--- config.mk ---
export PLATFORM = sky130hd
export DESIGN_NAME = gsb_top
export DESIGN_NICKNAME = d
export VERILOG_FILES = /design/src/hw/gsb_pkg.sv /design/src/hw/gsb_status_if.sv /design/src/hw/gsb_view_sel.sv /design/src/hw/gsb_top.sv
export SDC_FILE = /design/constraint.sdc
export NUM_CORES = 1
export LEC_CHECK = 0
export BUFFER_PORTS_ARGS = -buffer_cell sky130_fd_sc_hd__buf_4
export CORE_MARGIN = 1.5
export CORE_UTILIZATION = 49
export CTS_BUF_LIST = sky130_fd_sc_hd__clkbuf_4
export DETAILED_ROUTE_END_ITERATION = 8
export HOLD_SLACK_MARGIN = 0.03
export PLACE_DENSITY = 0.93
export SYNTH_ARGS = -nofsm -noshare
export SYNTH_HDL_FRONTEND = slang
export SYNTH_SLANG_ARGS = --single-unit
export TNS_END_PERCENT = 20
--- constraint.sdc ---
create_clock -name i_sys_clk -period 1.2 [get_ports i_sys_clk]
set_input_delay 0.12 -clock i_sys_clk [delete_from_list [all_inputs] [get_ports i_sys_clk]]
set_output_delay 0.12 -clock i_sys_clk [all_outputs]
set_load 0.02 [all_outputs]
--- src/hw/gsb_pkg.sv ---
// Purpose: constants shared by the grouped status read bus member logic
// Assumes: 8-bit host data bus, register offsets as byte addresses on that bus
// Notes: control fields only keep their defined bits; unused bits read as zero
package gsb_pkg;

    localparam int unsigned GSB_DW = 8;
    localparam int unsigned GSB_AW = 8;
    localparam int unsigned GSB_SELW = 3;
    localparam int unsigned GSB_GRPW = 2;
    localparam int unsigned GSB_SRC_N = 8;

    typedef logic [GSB_DW-1:0] gsb_byte_t;
    typedef logic [GSB_AW-1:0] gsb_addr_t;
    typedef logic [GSB_SELW-1:0] gsb_sel_t;
    typedef logic [GSB_GRPW-1:0] gsb_grp_t;
    typedef logic [GSB_SRC_N-1:0] gsb_src_t;

    // register offsets
    localparam gsb_addr_t GSB_OFS_CTL_A = 8'hb0;
    localparam gsb_addr_t GSB_OFS_CTL_B = 8'hb1;
    localparam gsb_addr_t GSB_OFS_VIEW_INT = 8'hb2;
    localparam gsb_addr_t GSB_OFS_VIEW_SYNC = 8'hb3;
    localparam gsb_addr_t GSB_OFS_VIEW_A = 8'hb4;
    localparam gsb_addr_t GSB_OFS_VIEW_B = 8'hb5;

    // reset values and writable masks
    localparam gsb_byte_t GSB_CTL_A_RST = 8'h00;
    localparam gsb_byte_t GSB_CTL_B_RST = 8'h00;
    localparam gsb_byte_t GSB_CTL_A_MASK = 8'h0f;
    localparam gsb_byte_t GSB_CTL_B_MASK = 8'h77;
    localparam gsb_byte_t GSB_BYTE_ZERO = 8'h00;

    // field positions
    localparam int unsigned GSB_EN_BIT = 0;
    localparam int unsigned GSB_LINE_LSB = 1;
    localparam int unsigned GSB_SEL_A_LSB = 0;
    localparam int unsigned GSB_SEL_B_LSB = 4;

    // group select line codes, one per information register
    localparam gsb_grp_t GSB_GRP_INT = 2'h0;
    localparam gsb_grp_t GSB_GRP_SYNC = 2'h1;
    localparam gsb_grp_t GSB_GRP_VIEW_A = 2'h2;
    localparam gsb_grp_t GSB_GRP_VIEW_B = 2'h3;

    // user status source codes
    localparam gsb_sel_t GSB_SRC_BLUE = 3'h0;
    localparam gsb_sel_t GSB_SRC_YELLOW = 3'h1;
    localparam gsb_sel_t GSB_SRC_LOOP_UP = 3'h2;
    localparam gsb_sel_t GSB_SRC_LOOP_DOWN = 3'h3;
    localparam gsb_sel_t GSB_SRC_SIG_CHG = 3'h4;
    localparam gsb_sel_t GSB_SRC_SLIP = 3'h5;

    localparam logic [1:0] GSB_RST_SYNC_CLR = 2'h0;

endpackage

--- src/hw/gsb_status_if.sv ---
// Purpose: carries alarm sources and view selections between member top and selector
// Assumes: source vectors indexed by source code
// Notes: unassigned codes carry zero
`timescale 1ns/1ps
interface gsb_status_if;
    import gsb_pkg::*;
    logic e1_mode;
    gsb_src_t t1_src;
    gsb_src_t e1_src;
    gsb_sel_t sel_a;
    gsb_sel_t sel_b;
    logic view_a;
    logic view_b;

    modport top (output e1_mode, output t1_src, output e1_src, output sel_a, output sel_b,
                 input view_a, input view_b);
    modport sel (input e1_mode, input t1_src, input e1_src, input sel_a, input sel_b,
                 output view_a, output view_b);
endinterface

--- src/hw/gsb_view_sel.sv ---
// Purpose: picks the user-selected status bits for the third and fourth views
// Assumes: line mode input selects between the two source sets
// Notes: purely combinational
`timescale 1ns/1ps
module gsb_view_sel
    import gsb_pkg::*;
(
    gsb_status_if.sel st
);

    function automatic logic pick(input gsb_sel_t code, input logic e1, input gsb_src_t t1s,
                                  input gsb_src_t e1s);
        pick = e1 ? e1s[code] : t1s[code];
    endfunction

    assign st.view_a = pick(st.sel_a, st.e1_mode, st.t1_src, st.e1_src);
    assign st.view_b = pick(st.sel_b, st.e1_mode, st.t1_src, st.e1_src);

endmodule // gsb_view_sel

--- src/hw/gsb_top.sv ---
// Purpose: one group member of the shared status read bus
// Assumes: host port inputs synchronous to i_sys_clk; group lines resolved outside
// Notes: each transceiver instantiates one member, so two quads give eight members
`timescale 1ns/1ps

// Behaviour
// - one read of any member returns status bits from all up to eight members
// - on grouped reads a member drives only its own data bit
// - reads of view registers are broadcast on two select lines and a strobe
// - every transceiver is a separate member; eight may share one group
// - bit 0 of control a enables participation, reset disabled
// - bits 1 to 3 of control a pick the driven data line 0 to 7
// - bits 0 to 2 of control b choose third view status source
// - bits 4 to 6 of control b choose fourth view source, same mapping
// - interrupt view read puts interrupt pending on selected line
// - sync view read puts frame sync loss on selected line
// - third view read puts third selected status on line
// - fourth view read puts fourth selected status on line
module gsb_top
    import gsb_pkg::*;
(
    input wire logic i_sys_clk,
    input wire logic i_nrst,
    input wire gsb_pkg::gsb_addr_t i_addr,
    input wire logic i_rd,
    input wire logic i_wr,
    input wire gsb_pkg::gsb_byte_t i_wdata,
    output logic [gsb_pkg::GSB_DW-1:0] o_bus_data,
    output logic [gsb_pkg::GSB_DW-1:0] o_bus_oe,
    input wire gsb_pkg::gsb_grp_t i_grp_sel,
    input wire logic i_grp_rd,
    output gsb_pkg::gsb_grp_t o_grp_sel,
    output logic o_grp_sel_oe,
    output logic o_grp_rd,
    output logic o_grp_rd_oe,
    input wire logic i_interrupt_flag,
    input wire logic i_sync_loss_flag,
    input wire logic i_e1_mode,
    input wire logic i_blue_alarm,
    input wire logic i_all_ones_receive,
    input wire logic i_yellow_alarm,
    input wire logic i_remote_alarm,
    input wire logic i_loop_up_code,
    input wire logic i_multiframe_alarm,
    input wire logic i_loop_down_code,
    input wire logic i_link_id_detect,
    input wire logic i_signalling_change,
    input wire logic i_elastic_store_slip
);
    import gsb_pkg::*;

    ////////////////////////////////////////////////////////////////////////////////
    // reset release

    logic [1:0] rst_sync_ff;
    logic rst_n;

    always_ff @(posedge i_sys_clk or negedge i_nrst)
    begin
        if (!i_nrst)
            rst_sync_ff <= GSB_RST_SYNC_CLR;
        else
            rst_sync_ff <= {rst_sync_ff[0], 1'b1};
    end

    assign rst_n = rst_sync_ff[1];

    ////////////////////////////////////////////////////////////////////////////////
    // decode helpers

    function automatic logic is_view(input gsb_addr_t a);
        is_view = (a == GSB_OFS_VIEW_INT) || (a == GSB_OFS_VIEW_SYNC) ||
                  (a == GSB_OFS_VIEW_A) || (a == GSB_OFS_VIEW_B);
    endfunction

    function automatic gsb_grp_t view_code(input gsb_addr_t a);
        gsb_addr_t d;
        d = a - GSB_OFS_VIEW_INT;
        view_code = d[GSB_GRPW-1:0];
    endfunction

    ////////////////////////////////////////////////////////////////////////////////
    // control registers

    gsb_byte_t ctl_a_ff;
    gsb_byte_t ctl_b_ff;
    gsb_byte_t nxt_ctl_a;
    gsb_byte_t nxt_ctl_b;
    logic enable;
    gsb_sel_t line_sel;

    always_comb
    begin
        nxt_ctl_a = ctl_a_ff;
        nxt_ctl_b = ctl_b_ff;
        // unused bits are dropped so they always read back zero
        if (i_wr && (i_addr == GSB_OFS_CTL_A))
            nxt_ctl_a = i_wdata & GSB_CTL_A_MASK;
        if (i_wr && (i_addr == GSB_OFS_CTL_B))
            nxt_ctl_b = i_wdata & GSB_CTL_B_MASK;
    end

    always_ff @(posedge i_sys_clk or negedge rst_n)
    begin
        if (!rst_n)
        begin
            ctl_a_ff <= GSB_CTL_A_RST;
            ctl_b_ff <= GSB_CTL_B_RST;
        end
        else
        begin
            ctl_a_ff <= nxt_ctl_a;
            ctl_b_ff <= nxt_ctl_b;
        end
    end

    assign enable = ctl_a_ff[GSB_EN_BIT];
    assign line_sel = ctl_a_ff[GSB_LINE_LSB +: GSB_SELW];

    ////////////////////////////////////////////////////////////////////////////////
    // user status selection

    gsb_status_if st();

    assign st.e1_mode = i_e1_mode;
    assign st.sel_a = ctl_b_ff[GSB_SEL_A_LSB +: GSB_SELW];
    assign st.sel_b = ctl_b_ff[GSB_SEL_B_LSB +: GSB_SELW];

    always_comb
    begin
        st.t1_src = '0;
        st.e1_src = '0;
        st.t1_src[GSB_SRC_BLUE] = i_blue_alarm;
        st.e1_src[GSB_SRC_BLUE] = i_all_ones_receive;
        st.t1_src[GSB_SRC_YELLOW] = i_yellow_alarm;
        st.e1_src[GSB_SRC_YELLOW] = i_remote_alarm;
        st.t1_src[GSB_SRC_LOOP_UP] = i_loop_up_code;
        st.e1_src[GSB_SRC_LOOP_UP] = i_multiframe_alarm;
        st.t1_src[GSB_SRC_LOOP_DOWN] = i_loop_down_code;
        st.e1_src[GSB_SRC_LOOP_DOWN] = i_link_id_detect;
        st.t1_src[GSB_SRC_SIG_CHG] = i_signalling_change;
        st.e1_src[GSB_SRC_SIG_CHG] = i_signalling_change;
        st.t1_src[GSB_SRC_SLIP] = i_elastic_store_slip;
        st.e1_src[GSB_SRC_SLIP] = i_elastic_store_slip;
    end

    gsb_view_sel u_view_sel
    (
        .st(st)
    );

    ////////////////////////////////////////////////////////////////////////////////
    // group lines and data bus drive

    logic grp_rd_ff;
    logic grp_oe_ff;
    gsb_grp_t grp_sel_ff;
    gsb_byte_t bus_data_ff;
    gsb_byte_t bus_oe_ff;
    logic nxt_grp_rd;
    logic nxt_grp_oe;
    gsb_grp_t nxt_grp_sel;
    gsb_byte_t nxt_bus_data;
    gsb_byte_t nxt_bus_oe;
    logic host_view;
    logic grp_active;
    logic member_bit;

    always_comb
    begin
        // the local view read is broadcast, this member answers through the same lines
        host_view = i_rd && is_view(i_addr) && enable;
        nxt_grp_rd = host_view;
        nxt_grp_oe = host_view;
        nxt_grp_sel = host_view ? view_code(i_addr) : GSB_GRP_INT;
        grp_active = i_grp_rd && enable;
        case (i_grp_sel)
            GSB_GRP_INT: member_bit = i_interrupt_flag;
            GSB_GRP_SYNC: member_bit = i_sync_loss_flag;
            GSB_GRP_VIEW_A: member_bit = st.view_a;
            GSB_GRP_VIEW_B: member_bit = st.view_b;
            default: member_bit = 1'b0;
        endcase
        nxt_bus_data = GSB_BYTE_ZERO;
        nxt_bus_oe = GSB_BYTE_ZERO;
        if (grp_active)
        begin
            // single bit only; a peer owns every other line
            nxt_bus_oe[line_sel] = 1'b1;
            nxt_bus_data[line_sel] = member_bit;
        end
        else if (i_rd && (i_addr == GSB_OFS_CTL_A))
        begin
            nxt_bus_oe = ~GSB_BYTE_ZERO;
            nxt_bus_data = ctl_a_ff;
        end
        else if (i_rd && (i_addr == GSB_OFS_CTL_B))
        begin
            nxt_bus_oe = ~GSB_BYTE_ZERO;
            nxt_bus_data = ctl_b_ff;
        end
    end

    always_ff @(posedge i_sys_clk or negedge rst_n)
    begin
        if (!rst_n)
        begin
            grp_rd_ff <= 1'b0;
            grp_oe_ff <= 1'b0;
            grp_sel_ff <= GSB_GRP_INT;
            bus_data_ff <= GSB_BYTE_ZERO;
            bus_oe_ff <= GSB_BYTE_ZERO;
        end
        else
        begin
            grp_rd_ff <= nxt_grp_rd;
            grp_oe_ff <= nxt_grp_oe;
            grp_sel_ff <= nxt_grp_sel;
            bus_data_ff <= nxt_bus_data;
            bus_oe_ff <= nxt_bus_oe;
        end
    end

    assign o_grp_rd = grp_rd_ff;
    assign o_grp_rd_oe = grp_oe_ff;
    assign o_grp_sel = grp_sel_ff;
    assign o_grp_sel_oe = grp_oe_ff;
    assign o_bus_data = bus_data_ff;
    assign o_bus_oe = bus_oe_ff;

endmodule // gsb_top

==> qor.yml <==
clkPwrFrac_pct: 30.1
antenna_found_initial: 0
grt_pass1_vias: 1408
wl_per_cell_um: 17.29
route.detailed.drc: 0
syn-mean-instance-area_um2: 12.15
rows: 19
core_mm2: 0.002758
dpl_cell_area_mm2: 0.001998
r2r_cells: 7
maxSlewViolCount: 0
critPathMaxFanout: 8
drt.antenna.violating_nets: 0
setup_tns_ns: -6.588
die-area_mm2: 0.003233
muxShareOfSynthArea_pct: 19.63
die_x_um: 56.86
rsz0062_at_grt: "true"
power.leakage_nw: 1.130
min_from: "i_addr[1]"
synth-simple-area-share_pct: 16.64
grt-ovfl-total: 0
synth_xor_area_share_pct: 0.6162
initial_utilization_pct: 51.54
synthTopCellsByArea: "dfrtp_1 (55%), mux2_2 (8.7%), mux2i_1 (5.6%)"
cts_tree: "yes"
setup_viol: 16
final_cells: 235
min_delay_path_depth: 3
hp-class: "in -> reg"
layout_commonest_cell: "buf_4"
r2r_slack_ns: -0.58
switching_share_pct: 24.83
finalInstanceArea_mm2: 0.002171
clkSinkCount: 31
startpoint_type: "flip-flop"
io_pins: 57
port_buffers: 55
worst-setup-path-type: "reg -> reg"
cp_data_required_time_ns: 1.44
worstPathArrival_ns: 2.02
syn_nets: 153
min_to: "o_grp_sel[1]"
skew_ns: 0.004071
netlist_instances: 117
status: "finished with violations"
drive_gt1_share_pct: 52.94
vdd_drop_max_mv: 1.079
cts.root.buffer_cell: "clkbuf_4"
max_cap_violations: 0
yosysSeqAreaShare_pct: 54.58
power.share.combinational_pct: 16.8
synth.largest_area_cell: "dfrtp_1"
routed_wl_mm: 4.064
dp.cells: 219
mostFrequentLayoutCells: "buf_4 (74), dfrtp_1 (31), nand2_1 (14)"
clock_latency_ns: 0.34
synthAdderAreaFrac_pct: 0
vias: 1336
synth_top_family_by_area: "multiplexers"
pwr-share-seq_pct: 53.1
num_antenna_cells: 0
fin_crit_sh_pct: 148.5
grt_usage_pct: 27.62
violations: "negative setup slack"
rr_startpoint: "ctl_b_ff[4]"
yosys_warnings: 0
endpoint_kind: "flip-flop"
grt_pass1_wl_mm: 6.534
r2r-end: "o_bus_data[5]"
intPower_w: 0.001534
synth_area_mm2: 0.001421
drt_iter0_markers: 38
finalWorstSetupSlack_ns: -0.5823
viasPerCell: 5.685
die_y_um: 56.86
nets: 239
syn_to_final_growth_pct: 52.73
htree_levels: 2
power_density_mw_per_mm2: 939.8
place_congestion: 0.8682
yosysUniqueCellTypes: 31
hpwl_mm: 3.060
max_freq_mhz: 561.1
post-place-ws_ns: -0.6425
cts_made_buffers: 5
synth_compound_area_share_pct: 6.162
clkSlewWorstSetupHoldPaths_ns: 0.09
grt_max_degree: 30
ys_seq_elements: 31
synth_top_area_share_pct: 54.58
finalCriticalPeriod_ns: 1.782
firstDrtPassIters: 4
p_sw_w: 0.0005066
finalHoldViolations: 0
cts_buffer_depth: 2
[how the worst max path moves through the flow]
stage | from | endpoint | slack, ns | cells after the start
2_1_floorplan | ctl_b_ff[4] | o_bus_data[5] | -0.43 | 5
3_3_place_gp | ctl_b_ff[0] | o_bus_data[5] | -0.47 | 5
3_5_place_dp | ctl_b_ff[0] | o_bus_data[6] | -0.64 | 5
4_1_cts | ctl_b_ff[0] | o_bus_data[0] | -0.61 | 6
5_1_grt | ctl_b_ff[4] | o_bus_data[5] | -0.60 | 7
6_report | ctl_b_ff[4] | o_bus_data[5] | -0.58 | 7
[stage by stage]
step,util [%],power (W),hold WS [ns]
floorplan,-,0.001225,-0.1756
global placement,72.46,0.001387,-0.09786
detailed placement,72.46,0.001408,-0.09714
finish,78.72,0.002040,0.04821
global route,78.72,0.002134,0.04291
CTS,78.49,0.002044,0.03378
[Yosys cell counts]
master / number
nor3_1: 2
conb_1: 1
mux2_2: 11
nand2b_1: 3
o32ai_1: 1
and2_1: 1
xor2_1: 1
clkbuf_1: 2
or4b_1: 1
nor4_2: 2
o211ai_1: 1
nand2_1: 14
nor3_4: 1
mux4_1: 2
nor3b_1: 1
or3_1: 1
a32o_1: 1
and4_1: 1
inv_1: 2
mux2i_1: 8
nand3_1: 4
mux4_2: 1
buf_4: 2
o31ai_1: 1
o22ai_1: 4
nor2_1: 9
nand4b_1: 1
a211o_1: 1
o21ai_0: 4
nor2b_1: 2
dfrtp_1: 31
[cell families after synthesis]
kind of cell | count (synthesis)
AO/OA/AOI/OAI | 13
other | 1
AND/OR/NAND/NOR | 43
buffers and inverters | 6
multiplexers | 22
XOR/XNOR | 1
flip-flops | 31
[power by group through the flow]
stage | clock (W) | sequential (W) | combinational, W
2_1_floorplan | 0 | 0.00112 | 0.000102
3_3_place_gp | 0 | 0.00110 | 0.000286
3_5_place_dp | 0 | 0.00110 | 0.000303
4_1_cts | 0.000625 | 0.00108 | 0.000335
5_1_grt | 0.000682 | 0.00109 | 0.000366
6_report | 0.000613 | 0.00108 | 0.000343
[per-layer routing]
layer / track usage, % / wire length, µm
met5: 0 / 0
met4: 11.96 / 109
met3: 9.447 / 270
met2: 50.50 / 2295
met1: 28.18 / 1389
[cell type report]
type	instances	area, µm²
clock buffer	7	52.55
clock inverter	1	5.005
fill	148	586.8
inverter	2	7.507
multi-input combinational	80	643.1
sequential	31	775.7
tap	31	38.79
timing repair buffer	83	648.1
[worst max-delay path, cell delays in order, from the launching register on]
cell and delay, ns:
dfrtp_1 0.42, buf_4 0.15, mux2i_1 0.11, a32o_1 0.22, nor4_2 0.34, nor3_4 0.08, buf_6 0.15, o31ai_2 0.21
[state kept, by name, indices dropped and copies added, names as in the netlist]
| name | cells |
|---|---|
| ctl_a_ff | 4 |
| o_grp_rd_oe | 1 |
| ctl_b_ff | 6 |
| o_grp_sel | 2 |
| o_bus_oe | 8 |
| o_bus_data | 8 |
| rst_sync_ff | 2 |
[what timing repair did]
item / in CTS / in global routing
pin swaps: 4 / 2
resized for setup: 9 / 1
endpoints found under the setup margin: 16 / 16
buffers inserted: 1 / 0
hold buffers: 7 / 0
hold endpoints to repair: 10 / 0
Note: power is estimated with default switching activity, not from simulation.
